### src/common/fltmc_pkg.sv
package fltmc_pkg;
  localparam logic [7:0]  FLTMC_CMD_MODE        = 8'hD1;
  localparam logic [7:0]  FLTMC_CMD_SERIAL      = 8'h9E;
  localparam logic [7:0]  FLTMC_CMD_UNLOCK      = 8'hE0;
  localparam logic [7:0]  FLTMC_CMD_STATUS      = 8'hE1;
  localparam logic [7:0]  FLTMC_CMD_CTRL        = 8'hE2;
  localparam logic [7:0]  FLTMC_CMD_SUMMARY     = 8'hE3;
  localparam logic [7:0]  FLTMC_CMD_DETAIL      = 8'hE4;
  localparam int          FLTMC_BIT_SNAP        = 15;
  localparam int          FLTMC_BIT_ERASE       = 14;
  localparam int          FLTMC_BIT_DEC_HI      = 13;
  localparam int          FLTMC_BIT_DEC_LO      = 12;
  localparam int          FLTMC_BIT_RESET       = 11;
  localparam int          FLTMC_BIT_LOCK        = 10;
  localparam int          FLTMC_BIT_WRAP        = 9;
  localparam logic [15:0] FLTMC_MODE_WMASK      = 16'hFE00;
  localparam logic [15:0] FLTMC_MODE_RESET      = 16'h0000;
  localparam int          FLTMC_SUM_CML         = 1;
  localparam int          FLTMC_DET_FULL        = 0;
  localparam logic [7:0]  FLTMC_ERASE_BYTE      = 8'hFF;
  localparam int          FLTMC_CLK_MHZ         = 100;
  localparam int          FLTMC_SEQ_WIN_MS      = 8;
  localparam int          FLTMC_HOLD_MS         = 250;
  localparam int          FLTMC_SEQ_WIN_CYC     = FLTMC_SEQ_WIN_MS * FLTMC_CLK_MHZ * 1000;
  localparam int          FLTMC_HOLD_CYC        = FLTMC_HOLD_MS * FLTMC_CLK_MHZ * 1000;
  localparam int          FLTMC_LOG_DEPTH       = 16;
  localparam int          FLTMC_WRAP_FREE       = 2;
  localparam int          FLTMC_IRQ_SNAP_DONE   = 0;
  localparam int          FLTMC_IRQ_ERASE_DONE  = 1;
  localparam int          FLTMC_IRQ_FAIL        = 2;
  localparam int          FLTMC_IRQ_RESET       = 3;
  localparam int          FLTMC_IRQ_LOCK        = 4;
  localparam int          FLTMC_IRQ_W           = 5;
  localparam logic [7:0]  FLTMC_SW_STATUS       = 8'h00;
  localparam logic [7:0]  FLTMC_SW_MASK         = 8'h04;
  localparam logic [7:0]  FLTMC_SW_CMD          = 8'h08;
  localparam logic [7:0]  FLTMC_SW_DATA         = 8'h0C;
  localparam logic [7:0]  FLTMC_SW_RDATA        = 8'h10;
  localparam logic [7:0]  FLTMC_SW_HSTAT        = 8'h14;
  localparam logic [7:0]  FLTMC_SW_HOLD         = 8'h18;
endpackage

### src/common/fltmc_if.sv
`timescale 1ns/1ns
`default_nettype none
interface fltmc_if;
  logic        wr;
  logic        rd;
  logic [7:0]  cmd;
  logic [31:0] wdata;
  logic [31:0] rdata;
  logic        busy;
  modport dev  (input wr, rd, cmd, wdata, output rdata, busy);
  modport host (output wr, rd, cmd, wdata, input rdata, busy);
endinterface
`default_nettype wire

### src/hdl/fltmc_seq_det.sv
`timescale 1ns/1ns
`default_nettype none
// Detects set, clear, set of one bit within a window
module fltmc_seq_det #(
  parameter int WIN_CYC = 800000
) (
  input  wire logic clock_i,
  input  wire logic rst_n_i,
  input  wire logic wr_i,
  input  wire logic bit_i,
  output logic      hit_o
);
  typedef enum logic [1:0] {IDLE, SET1, CLR} fltmc_seq_t;
  fltmc_seq_t  st_r, st_nxt;
  logic [31:0] cnt_r, cnt_nxt;
  logic        hit_nxt;

  always_comb
  begin
    st_nxt  = st_r;
    cnt_nxt = cnt_r;
    hit_nxt = 1'b0;
    if (st_r != IDLE)
      cnt_nxt = cnt_r + 32'h1;
    if (st_r != IDLE && cnt_r >= WIN_CYC[31:0])
      st_nxt = IDLE;
    if (wr_i)
    begin
      case (st_r)
        IDLE:
        begin
          if (bit_i)
          begin
            st_nxt  = SET1;
            cnt_nxt = 32'h0;
          end
        end
        SET1:
        begin
          if (!bit_i && cnt_r < WIN_CYC[31:0])
            st_nxt = CLR;
          else if (bit_i)
            cnt_nxt = 32'h0;
        end
        CLR:
        begin
          if (bit_i && cnt_r < WIN_CYC[31:0])
          begin
            hit_nxt = 1'b1;
            st_nxt  = IDLE;
          end
        end
        default: st_nxt = IDLE;
      endcase
    end
  end

  always_ff @(posedge clock_i or negedge rst_n_i)
  begin
    if (!rst_n_i)
    begin
      st_r  <= IDLE;
      cnt_r <= 32'h0;
      hit_o <= 1'b0;
    end
    else
    begin
      st_r  <= st_nxt;
      cnt_r <= cnt_nxt;
      hit_o <= hit_nxt;
    end
  end
endmodule
`default_nettype wire

### src/hdl/fltmc_dev.sv
`timescale 1ns/1ns
`default_nettype none
////////////////////////////////////////////////////////////////////////////////
// Notes on behaviour
// (RQ1) Host waits 250 ms after mode write
// (RQ2) Snapshot bit logs, then self-clears
// (RQ3) Failure sets summary flag, detail untouched
// (RQ4) Erase fills log with FFh, self-clears
// (RQ5) Erase halts monitoring; host stays quiet
// (RQ6) Decimation logs every 1st/2nd/4th/8th result
// (RQ7) Reset needs set-clear-set within 8 ms
// (RQ8) Lock needs set-clear-set within 8 ms
// (RQ9) Unlock clears the lock bit
// (RQ10) Wrap bit: stop or overwrite when full
// (RQ11) Overwrite frees two entries at once
// (RQ12) Full flag sets, clears after overwrite
// (RQ13) Password is upper four serial bytes
module fltmc_dev
  import fltmc_pkg::*;
#(
  parameter int DEPTH   = FLTMC_LOG_DEPTH,
  parameter int WIN_CYC = FLTMC_SEQ_WIN_CYC
) (
  input  wire logic  clock_i,
  input  wire logic  rst_n_i,
  fltmc_if.dev       bus,
  input  wire logic  adc_valid_i,
  input  wire logic [15:0] adc_data_i,
  input  wire logic  nv_fail_i,
  output logic       monitor_en_o,
  output logic       soft_reset_o,
  output logic       locked_o,
  output logic       log_full_o
);
  localparam int AW = $clog2(DEPTH);
  typedef enum logic [1:0] {D_IDLE, D_SNAP, D_ERASE} fltmc_dst_t;

  logic [15:0]   log_mem [DEPTH];
  logic [15:0]   mode_r, mode_nxt;
  logic [63:0]   serial_r, serial_nxt;
  logic [7:0]    sum_r, sum_nxt;
  logic [7:0]    det_r, det_nxt;
  logic [AW-1:0] wp_r, wp_nxt;
  logic [AW:0]   cnt_r, cnt_nxt;
  logic [2:0]    dec_r, dec_nxt;
  logic [AW-1:0] ep_r, ep_nxt;
  logic          lock_r, lock_nxt, rst_r, rst_nxt;
  logic [31:0]   rdata_r, rdata_nxt;
  fltmc_dst_t    st_r, st_nxt;
  logic          hit_rst, hit_lock, mode_wr, do_log, full, mem_we;
  logic [AW-1:0] mem_a;
  logic [15:0]   mem_d;

  assign mode_wr = bus.wr && bus.cmd == FLTMC_CMD_MODE;
  assign full    = cnt_r == (AW+1)'(DEPTH);

  fltmc_seq_det #(.WIN_CYC(WIN_CYC)) u_rst (
    .clock_i (clock_i),
    .rst_n_i (rst_n_i),
    .wr_i    (mode_wr),
    .bit_i   (bus.wdata[FLTMC_BIT_RESET]),
    .hit_o   (hit_rst)                                   // [RQ7]
  );
  fltmc_seq_det #(.WIN_CYC(WIN_CYC)) u_lock (
    .clock_i (clock_i),
    .rst_n_i (rst_n_i),
    .wr_i    (mode_wr),
    .bit_i   (bus.wdata[FLTMC_BIT_LOCK]),
    .hit_o   (hit_lock)                                  // [RQ8]
  );

  function automatic logic dec_take(input logic [1:0] sel, input logic [2:0] c);
    logic [2:0] m;
    m = 3'((4'h1 << sel) - 4'h1);
    return (c & m) == 3'h0;
  endfunction

  ////////////////////////////////////////////////////////////////////////////////
  always_comb
  begin
    mode_nxt   = mode_r;
    serial_nxt = serial_r;
    sum_nxt    = sum_r;
    det_nxt    = det_r;
    wp_nxt     = wp_r;
    cnt_nxt    = cnt_r;
    dec_nxt    = dec_r;
    ep_nxt     = ep_r;
    lock_nxt   = lock_r;
    rst_nxt    = hit_rst;
    st_nxt     = st_r;
    mem_we     = 1'b0;
    mem_a      = wp_r;
    mem_d      = adc_data_i;
    do_log     = 1'b0;
    rdata_nxt  = 32'h0;
    if (bus.wr)
    begin
      case (bus.cmd)
        FLTMC_CMD_MODE:   mode_nxt = bus.wdata[15:0] & FLTMC_MODE_WMASK;
        FLTMC_CMD_SERIAL: serial_nxt = {bus.wdata, serial_r[63:32]};
        FLTMC_CMD_UNLOCK:
          if (bus.wdata == serial_r[63:32])             // [RQ13]
          begin
            lock_nxt = 1'b0;
            mode_nxt[FLTMC_BIT_LOCK] = 1'b0;             // [RQ9]
          end
        FLTMC_CMD_SUMMARY: sum_nxt = sum_r & ~bus.wdata[7:0];
        default: ;
      endcase
    end
    if (hit_lock)
      lock_nxt = 1'b1;
    if (bus.rd)
    begin
      case (bus.cmd)
        FLTMC_CMD_MODE:    rdata_nxt = {16'h0, mode_r};
        FLTMC_CMD_SUMMARY: rdata_nxt = {24'h0, sum_r};
        FLTMC_CMD_DETAIL:  rdata_nxt = {24'h0, det_r};
        FLTMC_CMD_STATUS:  rdata_nxt = {29'h0, lock_r, full, st_r != D_IDLE};
        default:           rdata_nxt = 32'h0;
      endcase
    end
    case (st_r)
      D_IDLE:
      begin
        if (mode_r[FLTMC_BIT_ERASE])
        begin
          st_nxt = D_ERASE;
          ep_nxt = '0;
        end
        else if (mode_r[FLTMC_BIT_SNAP])
          st_nxt = D_SNAP;
        else if (adc_valid_i)
        begin
          dec_nxt = dec_r + 3'h1;
          do_log  = dec_take(mode_r[FLTMC_BIT_DEC_HI:FLTMC_BIT_DEC_LO], dec_r); // [RQ6]
        end
      end
      D_SNAP:
      begin
        do_log = 1'b1;                                   // [RQ2]
        if (nv_fail_i)
          sum_nxt[FLTMC_SUM_CML] = 1'b1;                 // [RQ3]
        mode_nxt[FLTMC_BIT_SNAP] = 1'b0;                 // [RQ2]
        st_nxt = D_IDLE;
      end
      D_ERASE:
      begin
        mem_we = 1'b1;                                   // [RQ5]
        mem_a  = ep_r;
        mem_d  = {FLTMC_ERASE_BYTE, FLTMC_ERASE_BYTE};   // [RQ4]
        ep_nxt = ep_r + 1'b1;
        if (ep_r == AW'(DEPTH - 1))
        begin
          if (nv_fail_i)
            sum_nxt[FLTMC_SUM_CML] = 1'b1;               // [RQ3]
          mode_nxt[FLTMC_BIT_ERASE] = 1'b0;              // [RQ4]
          wp_nxt  = '0;
          cnt_nxt = '0;
          det_nxt[FLTMC_DET_FULL] = 1'b0;
          st_nxt  = D_IDLE;
        end
      end
      default: st_nxt = D_IDLE;
    endcase
    if (do_log)
    begin
      if (!full)
      begin
        mem_we  = 1'b1;
        wp_nxt  = wp_r + 1'b1;
        cnt_nxt = cnt_r + 1'b1;
        if (cnt_r == (AW+1)'(DEPTH - 1))
          det_nxt[FLTMC_DET_FULL] = 1'b1;                // [RQ12]
      end
      else if (mode_r[FLTMC_BIT_WRAP])                   // [RQ10]
      begin
        // Two slots freed per overwrite, one reused now
        mem_we  = 1'b1;
        wp_nxt  = wp_r + 1'b1;
        cnt_nxt = cnt_r - (AW+1)'(FLTMC_WRAP_FREE - 1);  // [RQ11]
        det_nxt[FLTMC_DET_FULL] = 1'b0;                  // [RQ12]
      end
    end
  end

  ////////////////////////////////////////////////////////////////////////////////
  always_ff @(posedge clock_i)
  begin
    if (mem_we)
      log_mem[mem_a] <= mem_d;
  end

  always_ff @(posedge clock_i or negedge rst_n_i)
  begin
    if (!rst_n_i)
    begin
      mode_r       <= FLTMC_MODE_RESET;
      serial_r     <= '0;
      sum_r        <= 8'h00;
      det_r        <= 8'h00;
      wp_r         <= '0;
      cnt_r        <= '0;
      dec_r        <= 3'h0;
      ep_r         <= '0;
      lock_r       <= 1'b0;
      rst_r        <= 1'b0;
      st_r         <= D_IDLE;
      rdata_r      <= 32'h0;
      monitor_en_o <= 1'b1;
      locked_o     <= 1'b0;
      log_full_o   <= 1'b0;
    end
    else
    begin
      mode_r       <= mode_nxt;
      serial_r     <= serial_nxt;
      sum_r        <= sum_nxt;
      det_r        <= det_nxt;
      wp_r         <= wp_nxt;
      cnt_r        <= cnt_nxt;
      dec_r        <= dec_nxt;
      ep_r         <= ep_nxt;
      lock_r       <= lock_nxt;
      rst_r        <= rst_nxt;
      st_r         <= st_nxt;
      rdata_r      <= rdata_nxt;
      monitor_en_o <= st_nxt != D_ERASE;                 // [RQ5]
      locked_o     <= lock_nxt;
      log_full_o   <= det_nxt[FLTMC_DET_FULL];
    end
  end

  assign soft_reset_o = rst_r;
  assign bus.rdata    = rdata_r;
  assign bus.busy     = st_r == D_ERASE;
endmodule
`default_nettype wire

### src/flat_wrapper.sv
// flat-port wrapper written by rule: the top's interface ports become plain ports
module fltmc_dev_flat import fltmc_pkg::*;
#(
  parameter int DEPTH   = FLTMC_LOG_DEPTH,
  parameter int WIN_CYC = FLTMC_SEQ_WIN_CYC
)
  (clock_i, rst_n_i, adc_valid_i, adc_data_i, nv_fail_i, monitor_en_o, soft_reset_o, locked_o, log_full_o, bus_wr, bus_rd, bus_cmd, bus_wdata, bus_rdata, bus_busy);
  fltmc_if bus_i ();
  input  wire logic clock_i;
  input  wire logic rst_n_i;
  input  wire logic adc_valid_i;
  input  wire logic [15:0] adc_data_i;
  input  wire logic nv_fail_i;
  output logic monitor_en_o;
  output logic soft_reset_o;
  output logic locked_o;
  output logic log_full_o;
  input wire logic [$bits(bus_i.wr)-1:0] bus_wr;
  input wire logic [$bits(bus_i.rd)-1:0] bus_rd;
  input wire logic [$bits(bus_i.cmd)-1:0] bus_cmd;
  input wire logic [$bits(bus_i.wdata)-1:0] bus_wdata;
  output wire logic [$bits(bus_i.rdata)-1:0] bus_rdata;
  output wire logic [$bits(bus_i.busy)-1:0] bus_busy;
  assign bus_i.wr = bus_wr;
  assign bus_i.rd = bus_rd;
  assign bus_i.cmd = bus_cmd;
  assign bus_i.wdata = bus_wdata;
  assign bus_rdata = bus_i.rdata;
  assign bus_busy = bus_i.busy;
  fltmc_dev #(.DEPTH(DEPTH), .WIN_CYC(WIN_CYC)) u_core (.clock_i(clock_i), .rst_n_i(rst_n_i), .bus(bus_i), .adc_valid_i(adc_valid_i), .adc_data_i(adc_data_i), .nv_fail_i(nv_fail_i), .monitor_en_o(monitor_en_o), .soft_reset_o(soft_reset_o), .locked_o(locked_o), .log_full_o(log_full_o));
endmodule
### config.mk
export PLATFORM = sky130hd
export DESIGN_NAME = fltmc_dev_flat
export DESIGN_NICKNAME = d
export VERILOG_FILES = /design/src/common/fltmc_pkg.sv /design/src/common/fltmc_if.sv /design/src/hdl/fltmc_seq_det.sv /design/src/hdl/fltmc_dev.sv /design/src/flat_wrapper.sv
export SDC_FILE = /design/constraint.sdc
export NUM_CORES = 1
export LEC_CHECK = 0
export ABC_AREA = 0
export BUFFER_PORTS_ARGS = -buffer_cell sky130_fd_sc_hd__buf_2
export CORE_MARGIN = 3
export CORE_UTILIZATION = 32
export CTS_CLUSTER_SIZE = 25
export DETAILED_ROUTE_END_ITERATION = 10
export PLACE_DENSITY = 0.56
export SYNTH_ARGS = -nofsm -noshare
export SYNTH_HDL_FRONTEND = slang
export SYNTH_HIERARCHICAL = 1
export SYNTH_SLANG_ARGS = --single-unit
### constraint.sdc
create_clock -name clock_i -period 2.8 [get_ports clock_i]
set_clock_uncertainty 0.15 [all_clocks]
set_input_delay 0.28 -clock clock_i [delete_from_list [all_inputs] [get_ports clock_i]]
set_output_delay 0.28 -clock clock_i [all_outputs]
set_load 0.01 [all_outputs]
==> impl_metrics.tcl, run 1 <==
set metrics [dict create \
    outcome "finished clean" \
    port_buffers 65 \
    die_h_um 162 \
    path_cells "o211ai_1 -> or4_4 -> or4_1 -> a21oi_1" \
    tns_ns 0 \
    rsz0062_at_grt "false" \
    grt_antenna_before_repair 0 \
    r2r-start "u_core/u_rst/st_r[0]$_DFF_PN0_" \
    die-area_um2 26300 \
    layout.core_utilization_pct 39.8 \
    maxCapViolCount 0 \
    min_from "bus_wdata[10]" \
    ys_warn_count 6 \
    p_per_area_nw_per_um2 719 \
    clock_sinks 150 \
    period_minus_slack_ns 2.40 \
    clock-root-buffer "clkbuf_16" \
    totalWireLength_um 16500 \
    clock_latency_ns 0.42 \
    cts.htree.levels 4 \
    grt_usage_pct 12.9 \
    grt_max_degree 69 \
    route.detailed.drc 0 \
    die_w_um 162 \
    syn_area_um2 7820 \
    grt_pass1_wl_um 28100 \
    clock_path_buffers 2 \
    drive_above_1_share_pct 20.7 \
    syn_inst 749 \
    hold_viol_final 0 \
    critPathCaptureType "flip-flop" \
    cts.clk_slew.worst_paths_ns 0.06 \
    syn2layout_area_growth_pct 20.9 \
    grt_remaining_overflow 0 \
    setup_viol 0 \
    worst_pin_slew_ns 0.653 \
    synth-seq-cells 150 \
    rows 56 \
    synth_flop_cell "dfrtp_1" \
    grt_pass1_vias 5690 \
    slowest_delay_ns 0.71 \
    fin_nets 934 \
    final_common_cell "dfrtp_1" \
    place_inst 1127 \
    initial_core_util_pct 32.9 \
    critical_path_buf_inv_count 0 \
    power_mw 6.79 \
    cts_resized 0 \
    vias 5928 \
    path_delay_family "simple AND/OR/NAND/NOR gates" \
    core_area_um2 23800 \
    ys_types 75 \
    initialDrtViolationCount 484 \
    crit_arrival_ns 2.58 \
    synth_edf_count 0 \
    num_antenna_cells 0 \
    avgRoutedWirePerCell_um 13.9 \
    ys_seq_area_share_pct 48.0 \
    rrSetupSlack_ns 0.40 \
    ios 99 \
    cts_buffers 17 \
    fin_crit_sh_pct 85.6 \
    cp-startpoint "u_core/u_rst/st_r[0]$_DFF_PN0_" \
    drv_slew 0 \
    final_cell_mix "149 x dfrtp_1, 64 x buf_2, 52 x nor2_1" \
    async_flop_share_pct 100 \
    relSlewSlack_pct 56.1 \
    ant_nets 0 \
    detail_route.vias_per_cell 4.97 \
    leakage_nw 4.24 \
    dp_hpwl_um 11400 \
    dr.pass1.iters 5 \
    tritoncts "yes" \
    start_kind "flip-flop" \
    crit_type "reg -> reg" \
    max_freq_mhz 417 \
    dpl_cell_area_um2 8500 \
    stdcell_area_um2 9450 \
    ir_worst_vdd_mv 0.398 \
    worst_path_max_delay_cell "or4_4" \
    hold_class "in -> reg" \
    cp.required_ns 2.99 \
    stdcell_count 1192 \
    gp_congestion 0.767 \
    path_max_fanout 16 \
    syn_avg_cell_area_um2 10.4 \
]
-- per-layer routing --
layer,track usage [%],vias up,share of wire [%]
li1,-,2923,-
met1,17.9,2877,49
met2,20.2,113,46
met3,2.70,15,4.1
met4,3.88,0,1.2
met5,0,-,0
-- path summary, 6_finish.rpt --
path	end	cells after the start
max	u_core/u_rst/cnt_r[31]$_DFF_PN0_	4
min	u_core/u_lock/hit_o$_DFF_PN0_	3
max reg2reg	u_core/u_rst/cnt_r[31]$_DFF_PN0_	4
min reg2reg	u_core/soft_reset_o$_DFF_PN0_	0
max in group asynchronous	u_core/u_lock/cnt_r[17]$_DFF_PN0_	3
min in group asynchronous	u_core/ep_r[0]$_DFFE_PN0P_	2
-- Yosys cell counts, types with 8 or more instances --
library cell,number,area (µm²)
nand4_1,16,100
and4_1,8,70.1
nand3_1,27,135
a31oi_1,10,62.6
clkbuf_1,14,52.6
xor2_1,38,333
a21oi_1,46,230
nand2_1,48,180
o21ai_0,33,165
dfrtp_1,149,3730
ha_1,12,150
xnor2_1,16,140
inv_1,30,113
a41o_1,9,90.1
or3_1,8,50.1
buf_4,20,150
and2_1,8,50.1
or4_1,14,105
nor3_1,13,65.1
mux2i_1,11,110
o31ai_1,15,113
nor4_1,21,131
nor2_1,53,199
mux2_2,35,394
-- per-stage QoR --
stage,hold WS [ns],worst slack [ns]
2_1_floorplan,-0.166,0.475
3_3_place_gp,0.187,0.344
3_5_place_dp,0.193,0.328
4_1_cts,0.0126,0.416
5_1_grt,0.0736,0.216
6_report,0.0350,0.404
-- where the power goes --
group          switching [mW]  internal, mW
sequential              0.399          2.51
clock                   0.961          1.42
combinational           0.848         0.649
total                    2.21          4.59
-- area by class of cell --
type | instances | area, µm²
fillers | 2286 | 14300
inverters | 30 | 113
clock inverters | 15 | 193
flip-flops and latches | 150 | 3750
repair buffers | 121 | 860
multi-input cells | 540 | 3710
well taps | 319 | 399
clock buffers | 17 | 425
-- kinds of logic after synthesis --
group	Yosys count	share of synthesized area, %
XOR/XNOR	54	6.05
multiplexers	48	6.74
buffers and inverters	75	5.34
flip-flops	150	48.0
adder cells (fa/ha/maj)	12	1.92
other	1	0.0480
AO/OA/AOI/OAI	144	12.1
AND/OR/NAND/NOR	265	19.8
-- state kept, by name, summed over array words and instances (netlist names) --
name,cells
u_core/det_r,1
u_core/u_lock/st_r,2
u_core/lock_r,1
u_core/cnt_r,5
u_core/serial_r,32
u_core/monitor_en_o,1
u_core/u_rst/st_r,2
u_core/st_r,2
u_core/sum_r,8
u_core/soft_reset_o,1
u_core/bus.rdata,15
u_core/mode_r,7
u_core/dec_r,3
u_core/u_lock/hit_o,1
u_core/u_rst/hit_o,1
u_core/u_rst/cnt_r,32
u_core/ep_r,4
u_core/u_lock/cnt_r,32
-- timing repair --
item / 4_1_cts / 5_1_grt
hold buffers: 33 / 0
endpoints found under the hold margin: 109 / 0
setup buffers: 0 / 0
-- worst min-delay path, stage by stage --
cell and delay (ns):
buf_2 0.15, nand4b_1 0.09, nor3_1 0.04
Note: power is estimated with default switching activity, not from simulation.
==> run 2, diff against run 1 <==
--- a/config.mk
+++ b/config.mk
@@ -6,12 +6,12 @@
 export NUM_CORES = 1
 export LEC_CHECK = 0
 export ABC_AREA = 0
-export BUFFER_PORTS_ARGS = -buffer_cell sky130_fd_sc_hd__buf_2
 export CORE_MARGIN = 3
 export CORE_UTILIZATION = 32
 export CTS_CLUSTER_SIZE = 25
 export DETAILED_ROUTE_END_ITERATION = 10
-export PLACE_DENSITY = 0.56
+export DONT_BUFFER_PORTS = 1
+export PLACE_DENSITY = 0.53
 export SYNTH_ARGS = -nofsm -noshare
 export SYNTH_HDL_FRONTEND = slang
 export SYNTH_HIERARCHICAL = 1
==> run 2 against run 1 <==
The run now ends with negative hold slack left. Sequential power barely moved. Critical path depth rose by 2. Utilization is 1.5 points lower. Clock-buffer cell count did not move. Hold slack lost 0.63 ns. Largest cell class unchanged.
==> impl_metrics.tcl, run 2 (synthesis results as in run 1) <==
set metrics [dict create \
    outcome "finished, violations left" \
    violations "negative hold slack" \
    core_area_um2 23800 \
    totalWireLength_um 17100 \
    fin_crit_sh_pct 85.5 \
    vias 5720 \
    p_per_area_nw_per_um2 727 \
    rsz0062_at_grt "false" \
    initialDrtViolationCount 456 \
    syn2layout_area_growth_pct 16.5 \
    grt_pass1_vias 5593 \
    drive_above_1_share_pct 13.9 \
    fillers 2309 \
    gp_congestion 0.737 \
    grt_remaining_overflow 0 \
    die_h_um 162 \
    holdBufCountCts 40 \
    die-area_um2 26300 \
    route.met2.wl_um 8120 \
    dr.pass1.iters 4 \
    leakage_nw 3.96 \
    reg_top3 "u_core/serial_r: 32 flops, u_core/u_lock/cnt_r: 32 flops, u_core/u_rst/cnt_r: 32 flops" \
    maxCapViolCount 0 \
    clock_latency_ns 0.42 \
    clock_sinks 150 \
    max_freq_mhz 418 \
    layout.core_utilization_pct 38.3 \
    grt_pass1_wl_um 28400 \
    grt_max_degree 151 \
    dp_hpwl_um 11000 \
    initial_core_util_pct 32.9 \
    holdWs_ns -0.591 \
    fin_nets 873 \
    cts_resized 0 \
    critPathCaptureType "flip-flop" \
    port_buffers 0 \
    power_mw 6.62 \
    hold_class "in -> async" \
    ios 99 \
    cp.required_ns 3.00 \
    final_cell_mix "149 x dfrtp_1, 52 x nor2_1, 48 x nand2_1" \
    grt_antenna_before_repair 0 \
    wl_met3_um 596 \
    tritoncts "yes" \
    tns_ns 0 \
    start_kind "input pin" \
    crit_arrival_ns 2.59 \
    drv_slew 0 \
    postCtsSetupBuffers 0 \
    clock_path_buffers 2 \
    rrSetupSlack_ns 0.47 \
    num_antenna_cells 0 \
    ant_nets 0 \
    die_w_um 162 \
    top_layer_used "met4" \
    clock-root-buffer "clkbuf_16" \
    setup_viol 0 \
    rr_worst_depth 4 \
    met1_length_um 8310 \
    regToRegEndpoint "u_core/u_rst/cnt_r[31]$_DFF_PN0_" \
    hold_viol_final 150 \
    worst_pin_slew_ns 0.722 \
    path_max_fanout 4 \
    cts_buffers 17 \
    grt_usage_pct 13.2 \
    cts.clk_slew.worst_paths_ns 0.06 \
    relSlewSlack_pct 51.4 \
    ir_worst_vdd_mv 0.411 \
    route.detailed.drc 0 \
    rows 56 \
    period_minus_slack_ns 2.39 \
    r2r-start "u_core/u_rst/st_r[0]$_DFF_PN0_" \
    final_common_cell "dfrtp_1" \
    cts.htree.levels 4 \
    avgRoutedWirePerCell_um 15.1 \
    crit_type "in -> reg" \
    detail_route.vias_per_cell 5.06 \
]
## run 2: per-stage QoR
step           worst slack (ns)  hold slack (ns)  cell area [µm²]  cells
6_report                  0.407           -0.591             9110   1131
5_1_grt                   0.347           -0.624             9110   1131
4_1_cts                   0.455           -0.622             9110   1131
3_5_place_dp              0.466           -0.162             8130   1059
3_3_place_gp              0.485           -0.162             8130   1059
2_1_floorplan             0.475           -0.166             7880    765
## run 2: worst max path at each step
stage | from | end | cells past startpoint | slack, ns
3_3_place_gp | u_core/u_rst/st_r[0]$_DFF_PN0_ | u_core/u_rst/cnt_r[31]$_DFF_PN0_ | 4 | 0.48
6_report | bus_cmd[4] | u_core/bus.rdata[0]$_DFF_PN0_ | 6 | 0.41
2_1_floorplan | bus_cmd[5] | u_core/u_rst/cnt_r[13]$_DFF_PN0_ | 9 | 0.48
4_1_cts | u_core/u_rst/st_r[0]$_DFF_PN0_ | u_core/u_rst/cnt_r[31]$_DFF_PN0_ | 4 | 0.46
3_5_place_dp | u_core/u_rst/st_r[0]$_DFF_PN0_ | u_core/u_rst/cnt_r[31]$_DFF_PN0_ | 4 | 0.47
5_1_grt | bus_cmd[4] | u_core/bus.rdata[0]$_DFF_PN0_ | 6 | 0.35
## run 2: layout make-up
| class | count | area [µm²] | share of cell area (%) |
|---|---|---|---|
| multi-input combinational | 540 | 3710 | 40.7 |
| clock inverter | 15 | 156 | 1.72 |
| inverter | 30 | 113 | 1.24 |
| sequential | 150 | 3750 | 41.2 |
| clock buffer | 17 | 425 | 4.67 |
| tap | 319 | 399 | 4.38 |
| timing repair buffer | 60 | 551 | 6.04 |
## run 2: metal layers
metal	track usage, %	vias up
met3	2.68	4
met1	18.6	2816
met2	20.5	88
met5	0	-
met4	3.80	0
li1	-	2812
## run 2: power by group
group	internal (mW)	switching (mW)	total, mW
registers	2.51	0.409	2.92
logic	0.638	0.798	1.44
clock network	1.26	0.997	2.26
## run 2: worst max-delay path: stages
cell,delay (ns)
dlygate4sd3_1,0.54
nor3_1,0.44
nand2_1,0.10
dlygate4sd3_1,0.57
nor2_1,0.11
dlygate4sd3_1,0.56
